File: src/hdl/ccrc_pkg.sv
package ccrc_pkg;
  localparam int LANES = 4;
  localparam logic [4:0] MGMT_DEVAD = 5'h1E;
  localparam logic [15:0] LOWSIDE_OFFSET = 16'h000C;
  localparam logic [15:0] OUTCLK_OFFSET = 16'h000D;
  localparam logic [15:0] SOFTRST_OFFSET = 16'h000E;
  localparam logic [15:0] LOWSIDE_RESET = 16'h0330;
  localparam logic [15:0] OUTCLK_RESET = 16'h2F80;
  localparam logic [15:0] SOFTRST_RESET = 16'h0000;
  localparam logic [15:0] LOWSIDE_KEEP = 16'hF3F7;
  localparam logic [15:0] OUTCLK_KEEP = 16'h3FFF;
  localparam logic [15:0] SOFTRST_KEEP = 16'h00FF;
  localparam logic [15:0] SOFTRST_SELF_CLEAR = 16'h000E;
  localparam int LANE_SEL_LSB = 12;
  localparam int LOS_IGNORE_BIT = 5;
  localparam int LOCK_IGNORE_BIT = 4;
  localparam int REALIGN_BIT = 2;
  localparam int TOGGLE_EN_BIT = 13;
  localparam int DRIVER_OFF_BIT = 12;
  localparam int DIV_LSB = 4;
  localparam int SRC_LSB = 0;
  localparam int DATAPATH_RST_BIT = 3;
  localparam int TX_BUF_RST_BIT = 2;
  localparam int RX_BUF_RST_BIT = 1;
  localparam logic [5:0] PREAMBLE_BITS = 6'h20;
  localparam logic [5:0] HDR_BITS = 6'h0E;
  localparam logic [5:0] DATA_BITS = 6'h10;
  localparam logic [1:0] OP_ADDR = 2'h0;
  localparam logic [1:0] OP_WRITE = 2'h1;
  localparam logic [1:0] OP_READ_INC = 2'h2;
  localparam int SRC_COUNT = 5;
  localparam logic [2:0] SRC_NONE = 3'h5;

  typedef enum logic [3:0] {
    MDIO_PRE = 4'b0001,
    MDIO_HDR = 4'b0010,
    MDIO_TA = 4'b0100,
    MDIO_DATA = 4'b1000
  } ccrc_mdio_state_type;

  // Zero marks a reserved code; the divider then holds its output
  function automatic logic [4:0] ccrc_div_ratio(input logic [3:0] code);
    case (code)
      4'h0: ccrc_div_ratio = 5'h01;
      4'h4: ccrc_div_ratio = 5'h02;
      4'h8: ccrc_div_ratio = 5'h04;
      4'h9: ccrc_div_ratio = 5'h08;
      4'hA: ccrc_div_ratio = 5'h10;
      4'hC: ccrc_div_ratio = 5'h05;
      4'hD: ccrc_div_ratio = 5'h0A;
      4'hE: ccrc_div_ratio = 5'h14;
      4'hF: ccrc_div_ratio = 5'h19;
      default: ccrc_div_ratio = 5'h00;
    endcase
  endfunction : ccrc_div_ratio

  // Index 0 hs recovered, 1 hs transmit, 2 hs vco/4, 3 ls recovered, 4 ls transmit
  function automatic logic [2:0] ccrc_src_index(input logic [3:0] code);
    casez (code)
      4'b00?0: ccrc_src_index = 3'h0;
      4'b00?1: ccrc_src_index = 3'h1;
      4'b010?: ccrc_src_index = 3'h2;
      4'b0110: ccrc_src_index = 3'h3;
      4'b0111: ccrc_src_index = 3'h4;
      default: ccrc_src_index = SRC_NONE;
    endcase
  endfunction : ccrc_src_index
endpackage : ccrc_pkg

File: src/hdl/ccrc_mgmt_if.sv
`timescale 1ns/1ps
`default_nettype none
interface ccrc_mgmt_if;
  logic [15:0] addr;
  logic [15:0] wdata;
  logic [15:0] rdata;
  logic wr;
  logic mdc_rise;
  modport engine (output addr, output wdata, output wr, output mdc_rise, input rdata);
  modport bank (input addr, input wdata, input wr, input mdc_rise, output rdata);
endinterface : ccrc_mgmt_if
`default_nettype wire

File: src/hdl/ccrc_clk_div.sv
`timescale 1ns/1ps
`default_nettype none
module ccrc_clk_div #(
  parameter int CW = 5
) (
  input wire logic clk,
  input wire logic rst,
  input wire logic src_level,
  input wire logic src_rise,
  input wire logic [CW-1:0] ratio,
  output logic level
);
  typedef struct packed {
    logic [CW-1:0] cnt;
    logic level;
  } ccrc_div_type;

  ccrc_div_type st, next_st;
  logic [CW-1:0] cnt_inc;

  if (CW < 5) begin : g_bad_width
    $error("ccrc_clk_div needs CW of at least 5 for divide by 25");
  end

  assign cnt_inc = (st.cnt == ratio - 1'b1) ? '0 : st.cnt + 1'b1;

  always_comb begin
    next_st = st;
    if (ratio == 1'b1) begin
      next_st.level = src_level;
    end else if (ratio != '0 && src_rise) begin
      // Odd ratios run high one source cycle longer than low
      next_st.cnt = cnt_inc;
      next_st.level = cnt_inc < ((ratio + 1'b1) >> 1);
    end
    // Reserved codes freeze the output at its last level
    if (rst) next_st = '0;
  end

  always_ff @(posedge clk) begin
    st <= next_st;
  end

  assign level = st.level;

  chk_reserved_hold: assert property (@(posedge clk) disable iff (rst)
    ratio == '0 |=> $stable(level))
    else $error("output moved on a reserved divider code");
endmodule : ccrc_clk_div
`default_nettype wire

File: src/hdl/ccrc_mdio_slave.sv
`timescale 1ns/1ps
`default_nettype none
module ccrc_mdio_slave (
  input wire logic clk,
  input wire logic rst,
  input wire logic mdc,
  input wire logic mdio_in,
  output logic mdio_out,
  output logic mdio_oe,
  input wire logic [4:0] port_address,
  ccrc_mgmt_if.engine mgmt
);
  import ccrc_pkg::*;

  typedef struct packed {
    logic mdc_s1, mdc_s2, mdc_s3;
    logic dio_s1, dio_s2;
    logic [4:0] pa_s1, pa_s2;
    ccrc_mdio_state_type state;
    logic [5:0] cnt;
    logic [15:0] shreg;
    logic [1:0] op;
    logic hit;
    logic [15:0] addr;
    logic [15:0] wdata;
    logic wr;
    logic dout;
    logic oe;
  } ccrc_mdio_type;

  ccrc_mdio_type st, next_st;
  logic rise;
  logic [13:0] hdr;
  logic [15:0] word;

  // Pins and straps are only read after two flops
  assign rise = st.mdc_s2 & ~st.mdc_s3;
  assign hdr = {st.shreg[12:0], st.dio_s2};
  assign word = {st.shreg[14:0], st.dio_s2};

  always_comb begin
    next_st = st;
    next_st.wr = 1'b0;
    next_st.mdc_s1 = mdc;
    next_st.mdc_s2 = st.mdc_s1;
    next_st.mdc_s3 = st.mdc_s2;
    next_st.dio_s1 = mdio_in;
    next_st.dio_s2 = st.dio_s1;
    next_st.pa_s1 = port_address;
    next_st.pa_s2 = st.pa_s1;
    if (rise) begin
      case (st.state)
        MDIO_PRE: begin
          if (st.dio_s2) begin
            if (st.cnt != PREAMBLE_BITS) next_st.cnt = st.cnt + 6'h01;
          end else if (st.cnt == PREAMBLE_BITS) begin
            next_st.state = MDIO_HDR;
            next_st.cnt = 6'h01;
            next_st.shreg = '0;
          end else begin
            next_st.cnt = '0;
          end
        end
        MDIO_HDR: begin
          next_st.shreg = word;
          next_st.cnt = st.cnt + 6'h01;
          if (st.cnt == HDR_BITS - 6'h01) begin
            next_st.state = MDIO_TA;
            next_st.cnt = '0;
            next_st.op = hdr[11:10];
            next_st.hit = (hdr[13:12] == 2'h0) && (hdr[9:5] == st.pa_s2)
                          && (hdr[4:0] == MGMT_DEVAD);
            if (hdr[11]) next_st.shreg = mgmt.rdata;
            if (hdr[11:10] == OP_READ_INC && next_st.hit) begin
              next_st.addr = st.addr + 16'h0001;
            end
          end
        end
        MDIO_TA: begin
          next_st.cnt = st.cnt + 6'h01;
          if (st.cnt == 6'h00) begin
            next_st.oe = st.hit & st.op[1];
            next_st.dout = 1'b0;
          end else begin
            next_st.state = MDIO_DATA;
            next_st.cnt = '0;
            next_st.dout = st.shreg[15];
            next_st.shreg = word;
          end
        end
        MDIO_DATA: begin
          next_st.shreg = word;
          next_st.dout = st.shreg[15];
          next_st.cnt = st.cnt + 6'h01;
          if (st.cnt == DATA_BITS - 6'h01) begin
            next_st.state = MDIO_PRE;
            next_st.cnt = '0;
            next_st.oe = 1'b0;
            if (st.hit && st.op == OP_WRITE) begin
              next_st.wdata = word;
              next_st.wr = 1'b1;
            end
            if (st.hit && st.op == OP_ADDR) next_st.addr = word;
          end
        end
        default: next_st.state = MDIO_PRE;
      endcase
    end
    if (rst) begin
      next_st = '0;
      next_st.state = MDIO_PRE;
    end
  end

  always_ff @(posedge clk) begin
    st <= next_st;
  end

  assign mdio_out = st.dout;
  assign mdio_oe = st.oe;
  assign mgmt.addr = st.addr;
  assign mgmt.wdata = st.wdata;
  assign mgmt.wr = st.wr;
  assign mgmt.mdc_rise = rise;

  chk_drive_own_devad: assert property (@(posedge clk) disable iff (rst)
    mdio_oe |-> st.hit && st.op[1])
    else $error("mdio driven for a frame not addressed here");
endmodule : ccrc_mdio_slave
`default_nettype wire

File: src/hdl/ccrc_top.sv
// Notes on behaviour
// - Bits 13:12 pick the reported lane
// - Low-side bits 11:10 and 3 read zero
// - Bit 5 set drops lane loss from link
// - Bit 4 set drops pll lock from link
// - Bit 2 forces lane realignment in monitor
// - Bit 13 clear freezes the output clock
// - Bit 12 set powers down clock driver
// - Divider codes give 1, 2, 4, 8, 16
// - Codes 1100 to 1111 give 5..25
// - Source codes 0000 to 0101 pick high-speed clocks
// - Codes 0110, 0111 pick low-speed clocks
// - Reset bits self-clear next mdc cycle
// - Datapath reset spares management registers
// - Bit 2 resets transmit buffer, 10G only
// - Bit 1 resets receive buffer, 10G only
// - KR mode buffers self-centre, no reset
// - Device 0x1E, resets 0330, 2F80, 0000
`timescale 1ns/1ps
`default_nettype none
module ccrc_top (
  input wire logic clk,
  input wire logic rst,
  input wire logic mdc,
  input wire logic mdio_in,
  output logic mdio_out,
  output logic mdio_oe,
  input wire logic [4:0] port_address,
  input wire logic [ccrc_pkg::LANES-1:0] lane_status,
  input wire logic [ccrc_pkg::LANES-1:0] lane_enable,
  input wire logic [ccrc_pkg::LANES-1:0] lane_signal_loss,
  input wire logic lowside_pll_lock,
  input wire logic core_link_ok,
  input wire logic plain_10g_mode,
  input wire logic [ccrc_pkg::SRC_COUNT-1:0] source_clocks,
  output logic reported_lane_status,
  output logic link_status,
  output logic forced_lane_realign,
  output logic datapath_reset,
  output logic transmit_buffer_reset,
  output logic receive_buffer_reset,
  output logic outclk_driver_off,
  output logic outclk_p,
  output logic outclk_n
);
  import ccrc_pkg::*;

  typedef struct packed {
    logic [15:0] lowside;
    logic [15:0] outclk;
    logic [15:0] softrst;
    logic [SRC_COUNT-1:0] src_s1, src_s2, src_s3;
    logic rep;
    logic link;
    logic realign;
    logic dp_rst;
    logic tx_rst;
    logic rx_rst;
    logic drv_off;
    logic pin_p;
    logic pin_n;
  } ccrc_bank_type;

  ccrc_bank_type bank, next_bank;
  ccrc_mgmt_if mgmt ();
  logic [2:0] src_idx;
  logic [4:0] ratio;
  logic sel_level;
  logic sel_rise;
  logic div_level;
  logic [1:0] lane_sel;
  logic los_ok;
  logic lock_ok;

  ccrc_mdio_slave u_mdio (
    .clk(clk),
    .rst(rst),
    .mdc(mdc),
    .mdio_in(mdio_in),
    .mdio_out(mdio_out),
    .mdio_oe(mdio_oe),
    .port_address(port_address),
    .mgmt(mgmt.engine)
  );

  // Unmapped offsets read as zero
  always_comb begin
    case (mgmt.addr)
      LOWSIDE_OFFSET: mgmt.rdata = bank.lowside & LOWSIDE_KEEP;
      OUTCLK_OFFSET: mgmt.rdata = bank.outclk & OUTCLK_KEEP;
      SOFTRST_OFFSET: mgmt.rdata = bank.softrst & SOFTRST_KEEP;
      default: mgmt.rdata = '0;
    endcase
  end

  assign lane_sel = bank.lowside[LANE_SEL_LSB +: 2];
  assign los_ok = bank.lowside[LOS_IGNORE_BIT] | ~|(lane_signal_loss & lane_enable);
  assign lock_ok = bank.lowside[LOCK_IGNORE_BIT] | lowside_pll_lock;

  // Source clocks are foreign, so only the second and third stages feed level and edge logic
  assign src_idx = ccrc_src_index(bank.outclk[SRC_LSB +: 4]);
  assign ratio = ccrc_div_ratio(bank.outclk[DIV_LSB +: 4]);
  assign sel_level = (src_idx == SRC_NONE) ? 1'b0 : bank.src_s2[src_idx];
  assign sel_rise = (src_idx == SRC_NONE) ? 1'b0
                    : (bank.src_s2[src_idx] & ~bank.src_s3[src_idx]);

  ccrc_clk_div #(.CW(5)) u_div (
    .clk(clk),
    .rst(rst),
    .src_level(sel_level),
    .src_rise(sel_rise),
    .ratio(ratio),
    .level(div_level)
  );

  always_comb begin
    next_bank = bank;
    next_bank.src_s1 = source_clocks;
    next_bank.src_s2 = bank.src_s1;
    next_bank.src_s3 = bank.src_s2;
    // A write beats the self-clear landing in the same cycle
    if (mgmt.wr) begin
      case (mgmt.addr)
        LOWSIDE_OFFSET: next_bank.lowside = mgmt.wdata & LOWSIDE_KEEP;
        OUTCLK_OFFSET: next_bank.outclk = mgmt.wdata & OUTCLK_KEEP;
        SOFTRST_OFFSET: next_bank.softrst = mgmt.wdata & SOFTRST_KEEP;
        default: ;
      endcase
    end else if (mgmt.mdc_rise) begin
      next_bank.softrst = bank.softrst & ~SOFTRST_SELF_CLEAR;
    end
    next_bank.rep = lane_status[lane_sel];
    next_bank.link = core_link_ok & los_ok & lock_ok;
    next_bank.realign = bank.lowside[REALIGN_BIT];
    // Datapath reset only leaves the block; registers here stay put
    next_bank.dp_rst = bank.softrst[DATAPATH_RST_BIT];
    // Outside plain 10G the buffers centre themselves, so the pulse is held back
    next_bank.tx_rst = bank.softrst[TX_BUF_RST_BIT] & plain_10g_mode;
    next_bank.rx_rst = bank.softrst[RX_BUF_RST_BIT] & plain_10g_mode;
    next_bank.drv_off = bank.outclk[DRIVER_OFF_BIT];
    if (bank.outclk[DRIVER_OFF_BIT]) begin
      next_bank.pin_p = 1'b0;
      next_bank.pin_n = 1'b0;
    end else if (!bank.outclk[TOGGLE_EN_BIT]) begin
      next_bank.pin_p = 1'b0;
      next_bank.pin_n = 1'b1;
    end else begin
      next_bank.pin_p = div_level;
      next_bank.pin_n = ~div_level;
    end
    if (rst) begin
      next_bank = '0;
      next_bank.lowside = LOWSIDE_RESET;
      next_bank.outclk = OUTCLK_RESET;
      next_bank.softrst = SOFTRST_RESET;
    end
  end

  always_ff @(posedge clk) begin
    bank <= next_bank;
  end

  assign reported_lane_status = bank.rep;
  assign link_status = bank.link;
  assign forced_lane_realign = bank.realign;
  assign datapath_reset = bank.dp_rst;
  assign transmit_buffer_reset = bank.tx_rst;
  assign receive_buffer_reset = bank.rx_rst;
  assign outclk_driver_off = bank.drv_off;
  assign outclk_p = bank.pin_p;
  assign outclk_n = bank.pin_n;

  chk_lane_report: assert property (@(posedge clk) disable iff (rst)
    1'b1 |=> reported_lane_status == $past(lane_status[lane_sel]))
    else $error("reported lane status not from selected lane");

  chk_reserved_zero: assert property (@(posedge clk) disable iff (rst)
    mgmt.wr |=> bank.lowside[11:10] == 2'h0 && !bank.lowside[3])
    else $error("reserved low-side bits held a one");

  chk_loss_ignore: assert property (@(posedge clk) disable iff (rst)
    !bank.lowside[LOS_IGNORE_BIT] && |(lane_signal_loss & lane_enable)
    |=> !link_status)
    else $error("unmasked lane loss did not drop link");

  chk_lock_ignore: assert property (@(posedge clk) disable iff (rst)
    bank.lowside[LOCK_IGNORE_BIT] && !lowside_pll_lock && core_link_ok && los_ok
    |=> link_status)
    else $error("masked pll lock still dropped link");

  chk_realign_level: assert property (@(posedge clk) disable iff (rst)
    $rose(bank.lowside[REALIGN_BIT]) |=> forced_lane_realign)
    else $error("realign request not passed on");

  chk_clock_frozen: assert property (@(posedge clk) disable iff (rst)
    !bank.outclk[TOGGLE_EN_BIT] && !bank.outclk[DRIVER_OFF_BIT]
    ##1 !bank.outclk[TOGGLE_EN_BIT] && !bank.outclk[DRIVER_OFF_BIT]
    |=> !outclk_p && outclk_n && $stable(outclk_p))
    else $error("output clock moved while disabled");

  chk_driver_down: assert property (@(posedge clk) disable iff (rst)
    bank.outclk[DRIVER_OFF_BIT] |=> !outclk_p && !outclk_n && outclk_driver_off)
    else $error("clock driver active while powered down");

  chk_source_none: assert property (@(posedge clk) disable iff (rst)
    bank.outclk[SRC_LSB + 3] |-> !sel_rise && !sel_level)
    else $error("reserved source code selected a clock");

  chk_self_clear: assert property (@(posedge clk) disable iff (rst)
    bank.softrst[DATAPATH_RST_BIT] && mgmt.mdc_rise && !mgmt.wr
    |=> !bank.softrst[DATAPATH_RST_BIT])
    else $error("reset bit did not self-clear");

  chk_dp_reset: assert property (@(posedge clk) disable iff (rst)
    bank.softrst[DATAPATH_RST_BIT] && !mgmt.wr |=> datapath_reset && $stable(bank.lowside))
    else $error("datapath reset missing or disturbed registers");

  chk_buffer_gate: assert property (@(posedge clk) disable iff (rst)
    !plain_10g_mode |=> !transmit_buffer_reset && !receive_buffer_reset)
    else $error("buffer reset issued outside plain 10G mode");

  chk_tx_buffer: assert property (@(posedge clk) disable iff (rst)
    bank.softrst[TX_BUF_RST_BIT] && plain_10g_mode |=> transmit_buffer_reset)
    else $error("transmit buffer reset not issued");

  chk_reset_values: assert property (@(posedge clk)
    rst |=> bank.lowside == LOWSIDE_RESET && bank.outclk == OUTCLK_RESET
    && bank.softrst == SOFTRST_RESET)
    else $error("register reset value wrong");

  chk_link_and: assert property (@(posedge clk) disable iff (rst)
    !core_link_ok |=> !link_status)
    else $error("link up while core indicator is low");

  chk_link_up: assert property (@(posedge clk) disable iff (rst)
    core_link_ok && los_ok && lock_ok
    |=> link_status)
    else $error("link low although every unmasked indicator is good");

  chk_lock_used: assert property (@(posedge clk) disable iff (rst)
    !bank.lowside[LOCK_IGNORE_BIT] && !lowside_pll_lock
    |=> !link_status)
    else $error("unmasked pll loss did not drop link");

  chk_realign_clear: assert property (@(posedge clk) disable iff (rst)
    !bank.lowside[REALIGN_BIT]
    |=> !forced_lane_realign)
    else $error("realign request without register bit");

  chk_toggle_follow: assert property (@(posedge clk) disable iff (rst)
    bank.outclk[TOGGLE_EN_BIT] && !bank.outclk[DRIVER_OFF_BIT]
    |=> outclk_p == $past(div_level) && outclk_n == !$past(div_level))
    else $error("enabled output clock not following divider");

  chk_driver_on: assert property (@(posedge clk) disable iff (rst)
    !bank.outclk[DRIVER_OFF_BIT]
    |=> !outclk_driver_off)
    else $error("clock driver off while bit clear");

  chk_div_unity: assert property (@(posedge clk) disable iff (rst)
    ratio == 5'h01
    |=> div_level == $past(sel_level))
    else $error("divide by one not following source");

  chk_src_hs_rec: assert property (@(posedge clk) disable iff (rst)
    bank.outclk[SRC_LSB +: 4] inside {4'h0, 4'h2}
    |-> sel_level == bank.src_s2[0])
    else $error("recovered high-speed clock not selected");

  chk_src_hs_tx: assert property (@(posedge clk) disable iff (rst)
    bank.outclk[SRC_LSB +: 4] inside {4'h1, 4'h3}
    |-> sel_level == bank.src_s2[1])
    else $error("transmit high-speed clock not selected");

  chk_src_vco: assert property (@(posedge clk) disable iff (rst)
    bank.outclk[SRC_LSB +: 4] inside {4'h4, 4'h5}
    |-> sel_level == bank.src_s2[2])
    else $error("vco clock not selected");

  chk_src_ls_rec: assert property (@(posedge clk) disable iff (rst)
    bank.outclk[SRC_LSB +: 4] == 4'h6
    |-> sel_level == bank.src_s2[3])
    else $error("recovered low-speed clock not selected");

  chk_src_ls_tx: assert property (@(posedge clk) disable iff (rst)
    bank.outclk[SRC_LSB +: 4] == 4'h7
    |-> sel_level == bank.src_s2[4])
    else $error("transmit low-speed clock not selected");

  chk_lowside_store: assert property (@(posedge clk) disable iff (rst)
    mgmt.wr && mgmt.addr == LOWSIDE_OFFSET
    |=> bank.lowside == ($past(mgmt.wdata) & LOWSIDE_KEEP))
    else $error("low-side write not stored as masked");

  chk_write_wins: assert property (@(posedge clk) disable iff (rst)
    mgmt.wr && mgmt.addr == SOFTRST_OFFSET
    |=> bank.softrst == ($past(mgmt.wdata) & SOFTRST_KEEP))
    else $error("reset register write lost");

  chk_clear_keeps: assert property (@(posedge clk) disable iff (rst)
    mgmt.mdc_rise && !mgmt.wr
    |=> bank.softrst[DATAPATH_RST_BIT:RX_BUF_RST_BIT] == 3'h0 && $stable(bank.softrst[7:4]))
    else $error("self-clear missed or disturbed stored bits");

  chk_rx_buffer: assert property (@(posedge clk) disable iff (rst)
    bank.softrst[RX_BUF_RST_BIT] && plain_10g_mode
    |=> receive_buffer_reset)
    else $error("receive buffer reset not issued");
endmodule : ccrc_top
`default_nettype wire
File: config.mk
export PLATFORM = sky130hd
export DESIGN_NAME = ccrc_top
export DESIGN_NICKNAME = d
export VERILOG_FILES = /design/src/hdl/ccrc_pkg.sv /design/src/hdl/ccrc_mgmt_if.sv /design/src/hdl/ccrc_clk_div.sv /design/src/hdl/ccrc_mdio_slave.sv /design/src/hdl/ccrc_top.sv
export SDC_FILE = /design/constraint.sdc
export NUM_CORES = 1
export LEC_CHECK = 0
export BUFFER_PORTS_ARGS = -buffer_cell sky130_fd_sc_hd__buf_2
export CAP_MARGIN = 30
export CORE_MARGIN = 4
export CORE_UTILIZATION = 60
export CTS_CLUSTER_SIZE = 30
export DETAILED_ROUTE_END_ITERATION = 16
export PLACE_DENSITY = 0.87
export SYNTH_ARGS = -nofsm -noshare
export SYNTH_HDL_FRONTEND = slang
export SYNTH_SLANG_ARGS = --single-unit
File: constraint.sdc
create_clock -name clk -period 6.3 [get_ports clk]
set_input_delay 0 -clock clk [delete_from_list [all_inputs] [get_ports clk]]
set_output_delay 0 -clock clk [all_outputs]
set_load 0.01 [all_outputs]
==> impl_metrics.yaml <==
run_status:
  status: "complete, but fails checks"
  violations: "hold timing"
min_path:
  hold_path.class: "input pin to flip-flop"
timing:
  min_period_over_period_pct: 53.6
  setup_viol_count_final: 0
  rsz0062_at_grt: "false"
  skew_ps: 7.82
  fmax_mhz: 296
  min_period_ps: 3380
  fin_ws_ps: 2920
  final-hold-violation-count: 1
  drv_slew: 0
  fin_tns_setup_ps: 0
  tightest_slew_ps: 1040
  slew_headroom_pct: 29.9
  fin_hold_ws_ps: -1.45
place:
  dp.cells: 928
  gp_congestion: 0.997
  dp_hpwl_um: 12500
  post-place-ws_ps: 3030
  io_buffers: 39
global_routing:
  overflow: 0
  grt_max_degree: 85
  grt_util_all_layers_pct: 28.3
  grt_pass1_wl_um: 32100
  grt_pass1_vias: 6478
  antenna_found_initial: 0
power:
  leakage_nw: 3.21
  p_per_area_nw_per_um2: 248
  vdd_drop_max_mv: 0.282
synthesis:
  yosys_warnings: 0
  ys_seq_elements: 149
  async_flop_share_pct: 0
  synth_top_area_cell: "dfxtp_1"
  synth_nets: 832
  synthDistinctLibCells: 83
  yosysMostFrequentCell: "dfxtp_1"
  synth_top_area_share_pct: 41.5
  syn_inst: 786
  seq_area_frac_synth_pct: 41.5
  synthTopCellsByCount: "dfxtp_1 (149), nand2_1 (76), nor2_1 (51)"
  synth_area_um2: 7190
  synth_ff_type: "dfxtp_1"
  synthTopCellsByArea: "dfxtp_1 (41%), mux2i_1 (4.0%), nand2_1 (4.0%), nor2b_1 (3.1%), ha_1 (3.0%)"
  synth_edf_count: 0
  syn_area_per_cell_um2: 9.15
layout:
  drive_gt1_share_pct: 12.5
  fillCellCount: 804
  nets: 872
  syn2layout_area_growth_pct: 14.0
  stdcell_count: 981
  diodes: 0
cts:
  cts_buffers: 17
  cts_root_buf: "clkbuf_16"
  cts-htree-levels: 4
  clk_path_buf_depth: 2
  clk_pin_slew_ps: 60
  cts_setup_buffers: 0
  clkLatencyLatePin_ps: 430
  cts_tree: "done"
  cts.sinks: 149
worst_setup_path:
  cp_top_family: "simple AND/OR/NAND/NOR gates"
  critPathLaunchType: "flip-flop"
  cp_slowest_cell: "ha_1"
  worstPathCellList: "inv_1 > ha_1 > and4_1 > nand4_2 > mux2i_1 > or2_2 > ha_1 > a21o_1 > a2111oi_2"
  cp.arrival_ps: 3710
  critical_path_class: "flip-flop to flip-flop"
  critPathBufInv: 1
  worstSetupEndpointType: "flip-flop"
  max_stage_delay_ps: 560
  required_ps: 6630
  cpMostUsedCell: "ha_1"
  crit_fanout: 16
floorplanning:
  start_util_pct: 62.2
  die_x_um: 118
  coreArea_um2: 11600
  die_h_um: 118
  die_area_um2: 13800
  fp-row-count: 39
  io_pins: 40
drt:
  post_drt_wl_per_cell_um: 20.1
  drt-initial-drc-count: 956
  vias: 6655
  route.detailed.drc: 0
  wl_um: 19700
  firstDrtPassIters: 7
  ant_nets: 0
  via_per_inst: 6.78
flow_run:
  drv_cap: 0
-- worst min-delay path, delay by kind of cell --
kind | cells | cell delay (ps)
simple gates | 1 | 110
buf+inv | 1 | 70
mux | 1 | 210
-- layer usage --
metal	GRT usage, %	routed length [µm]
met1	34.9	7680
met2	47.5	9520
met3	6.15	1920
met4	12.5	562
met5	0	0
-- logic make-up (layout without fill, tap and decap cells) --
group | after synthesis | in the layout | share of synthesized area (%)
AO/OA/AOI/OAI | 203 | 203 | 21.3
XOR/XNOR | 21 | 21 | 2.77
adder cells (fa/ha/maj) | 17 | 17 | 2.96
buffers and inverters | 78 | 130 | 4.75
flip-flops | 149 | 149 | 41.5
multiplexers | 32 | 32 | 4.70
AND/OR/NAND/NOR | 286 | 286 | 22.1
-- layout make-up --
| type | instances | area [µm²] | area share [%] |
|---|---|---|---|
| clock inverter | 11 | 128 | 1.56 |
| sequential | 149 | 2980 | 36.4 |
| inverter | 32 | 120 | 1.46 |
| multi-input combinational | 559 | 3870 | 47.2 |
| clock buffer | 20 | 457 | 5.57 |
| timing repair buffer | 67 | 463 | 5.65 |
| tap | 143 | 179 | 2.18 |
-- report_power, final --
group	leakage [nW]	total (mW)	switching, mW	internal, mW
Clock	0.278	1.00	0.401	0.602
Sequential	1.21	0.958	0.00546	0.953
Combinational	1.73	0.0696	0.0383	0.0313
-- through the flow --
| step | util (%) | cell area, µm² | total power [mW] |
|---|---|---|---|
| 2_1_floorplan | - | 7190 | 1.01 |
| 3_3_place_gp | 63.9 | 7390 | 1.03 |
| 3_5_place_dp | 63.9 | 7390 | 1.04 |
| 4_1_cts | 70.9 | 8200 | 2.03 |
| 5_1_grt | 70.9 | 8200 | 2.08 |
| 6_report | 70.9 | 8200 | 2.03 |
-- what timing repair did --
| item | CTS | global route |
|---|---|---|
| hold endpoints to repair | 30 | 0 |
| hold buffers | 22 | 0 |
| resized for setup | 0 | 0 |
| setup endpoints to repair | 0 | 0 |
-- layout by cell type (no fill, tap or decap), types with 20 or more instances in the layout --
cell type,Yosys,layout
dfxtp_1,149,149
nand2_1,76,76
nor2_1,51,51
a21oi_1,40,40
buf_2,9,38
nor2b_1,36,36
nand3_1,33,33
inv_1,32,32
mux2i_1,29,29
dlygate4sd3_1,0,22
a22oi_1,20,20
-- path summary, 6_finish.rpt --
check,slack (ps),endpoint,depth (start not counted),from
setup / recovery,2920,ratio[0]$_DFF_P_,9,u_mdio.mgmt.addr[1]$_SDFFE_PP0P_
hold / removal,-1,reported_lane_status$_SDFF_PP0_,3,lane_status[1]
hold reg to reg,440,u_mdio.st[68]$_SDFF_PP0_,1,u_mdio.st[73]$_SDFF_PP0_
setup reg to reg,2920,ratio[0]$_DFF_P_,9,u_mdio.mgmt.addr[1]$_SDFFE_PP0P_
-- state kept, by name, indices dropped and copies added, names as in the netlist --
register / flops
outclk_n: 1
reported_lane_status: 1
datapath_reset: 1
ratio: 5
u_mdio.st: 30
u_mdio.mdio_out: 1
u_mdio.mdio_oe: 1
outclk_p: 1
outclk_driver_off: 1
u_mdio.mgmt.addr: 16
bank: 50
u_div.level: 1
link_status: 1
receive_buffer_reset: 1
forced_lane_realign: 1
transmit_buffer_reset: 1
u_mdio.mgmt.wdata: 16
u_mdio.hdr: 14
u_mdio.mgmt.wr: 1
u_div.st: 5
(Power assumes the default switching activity.)
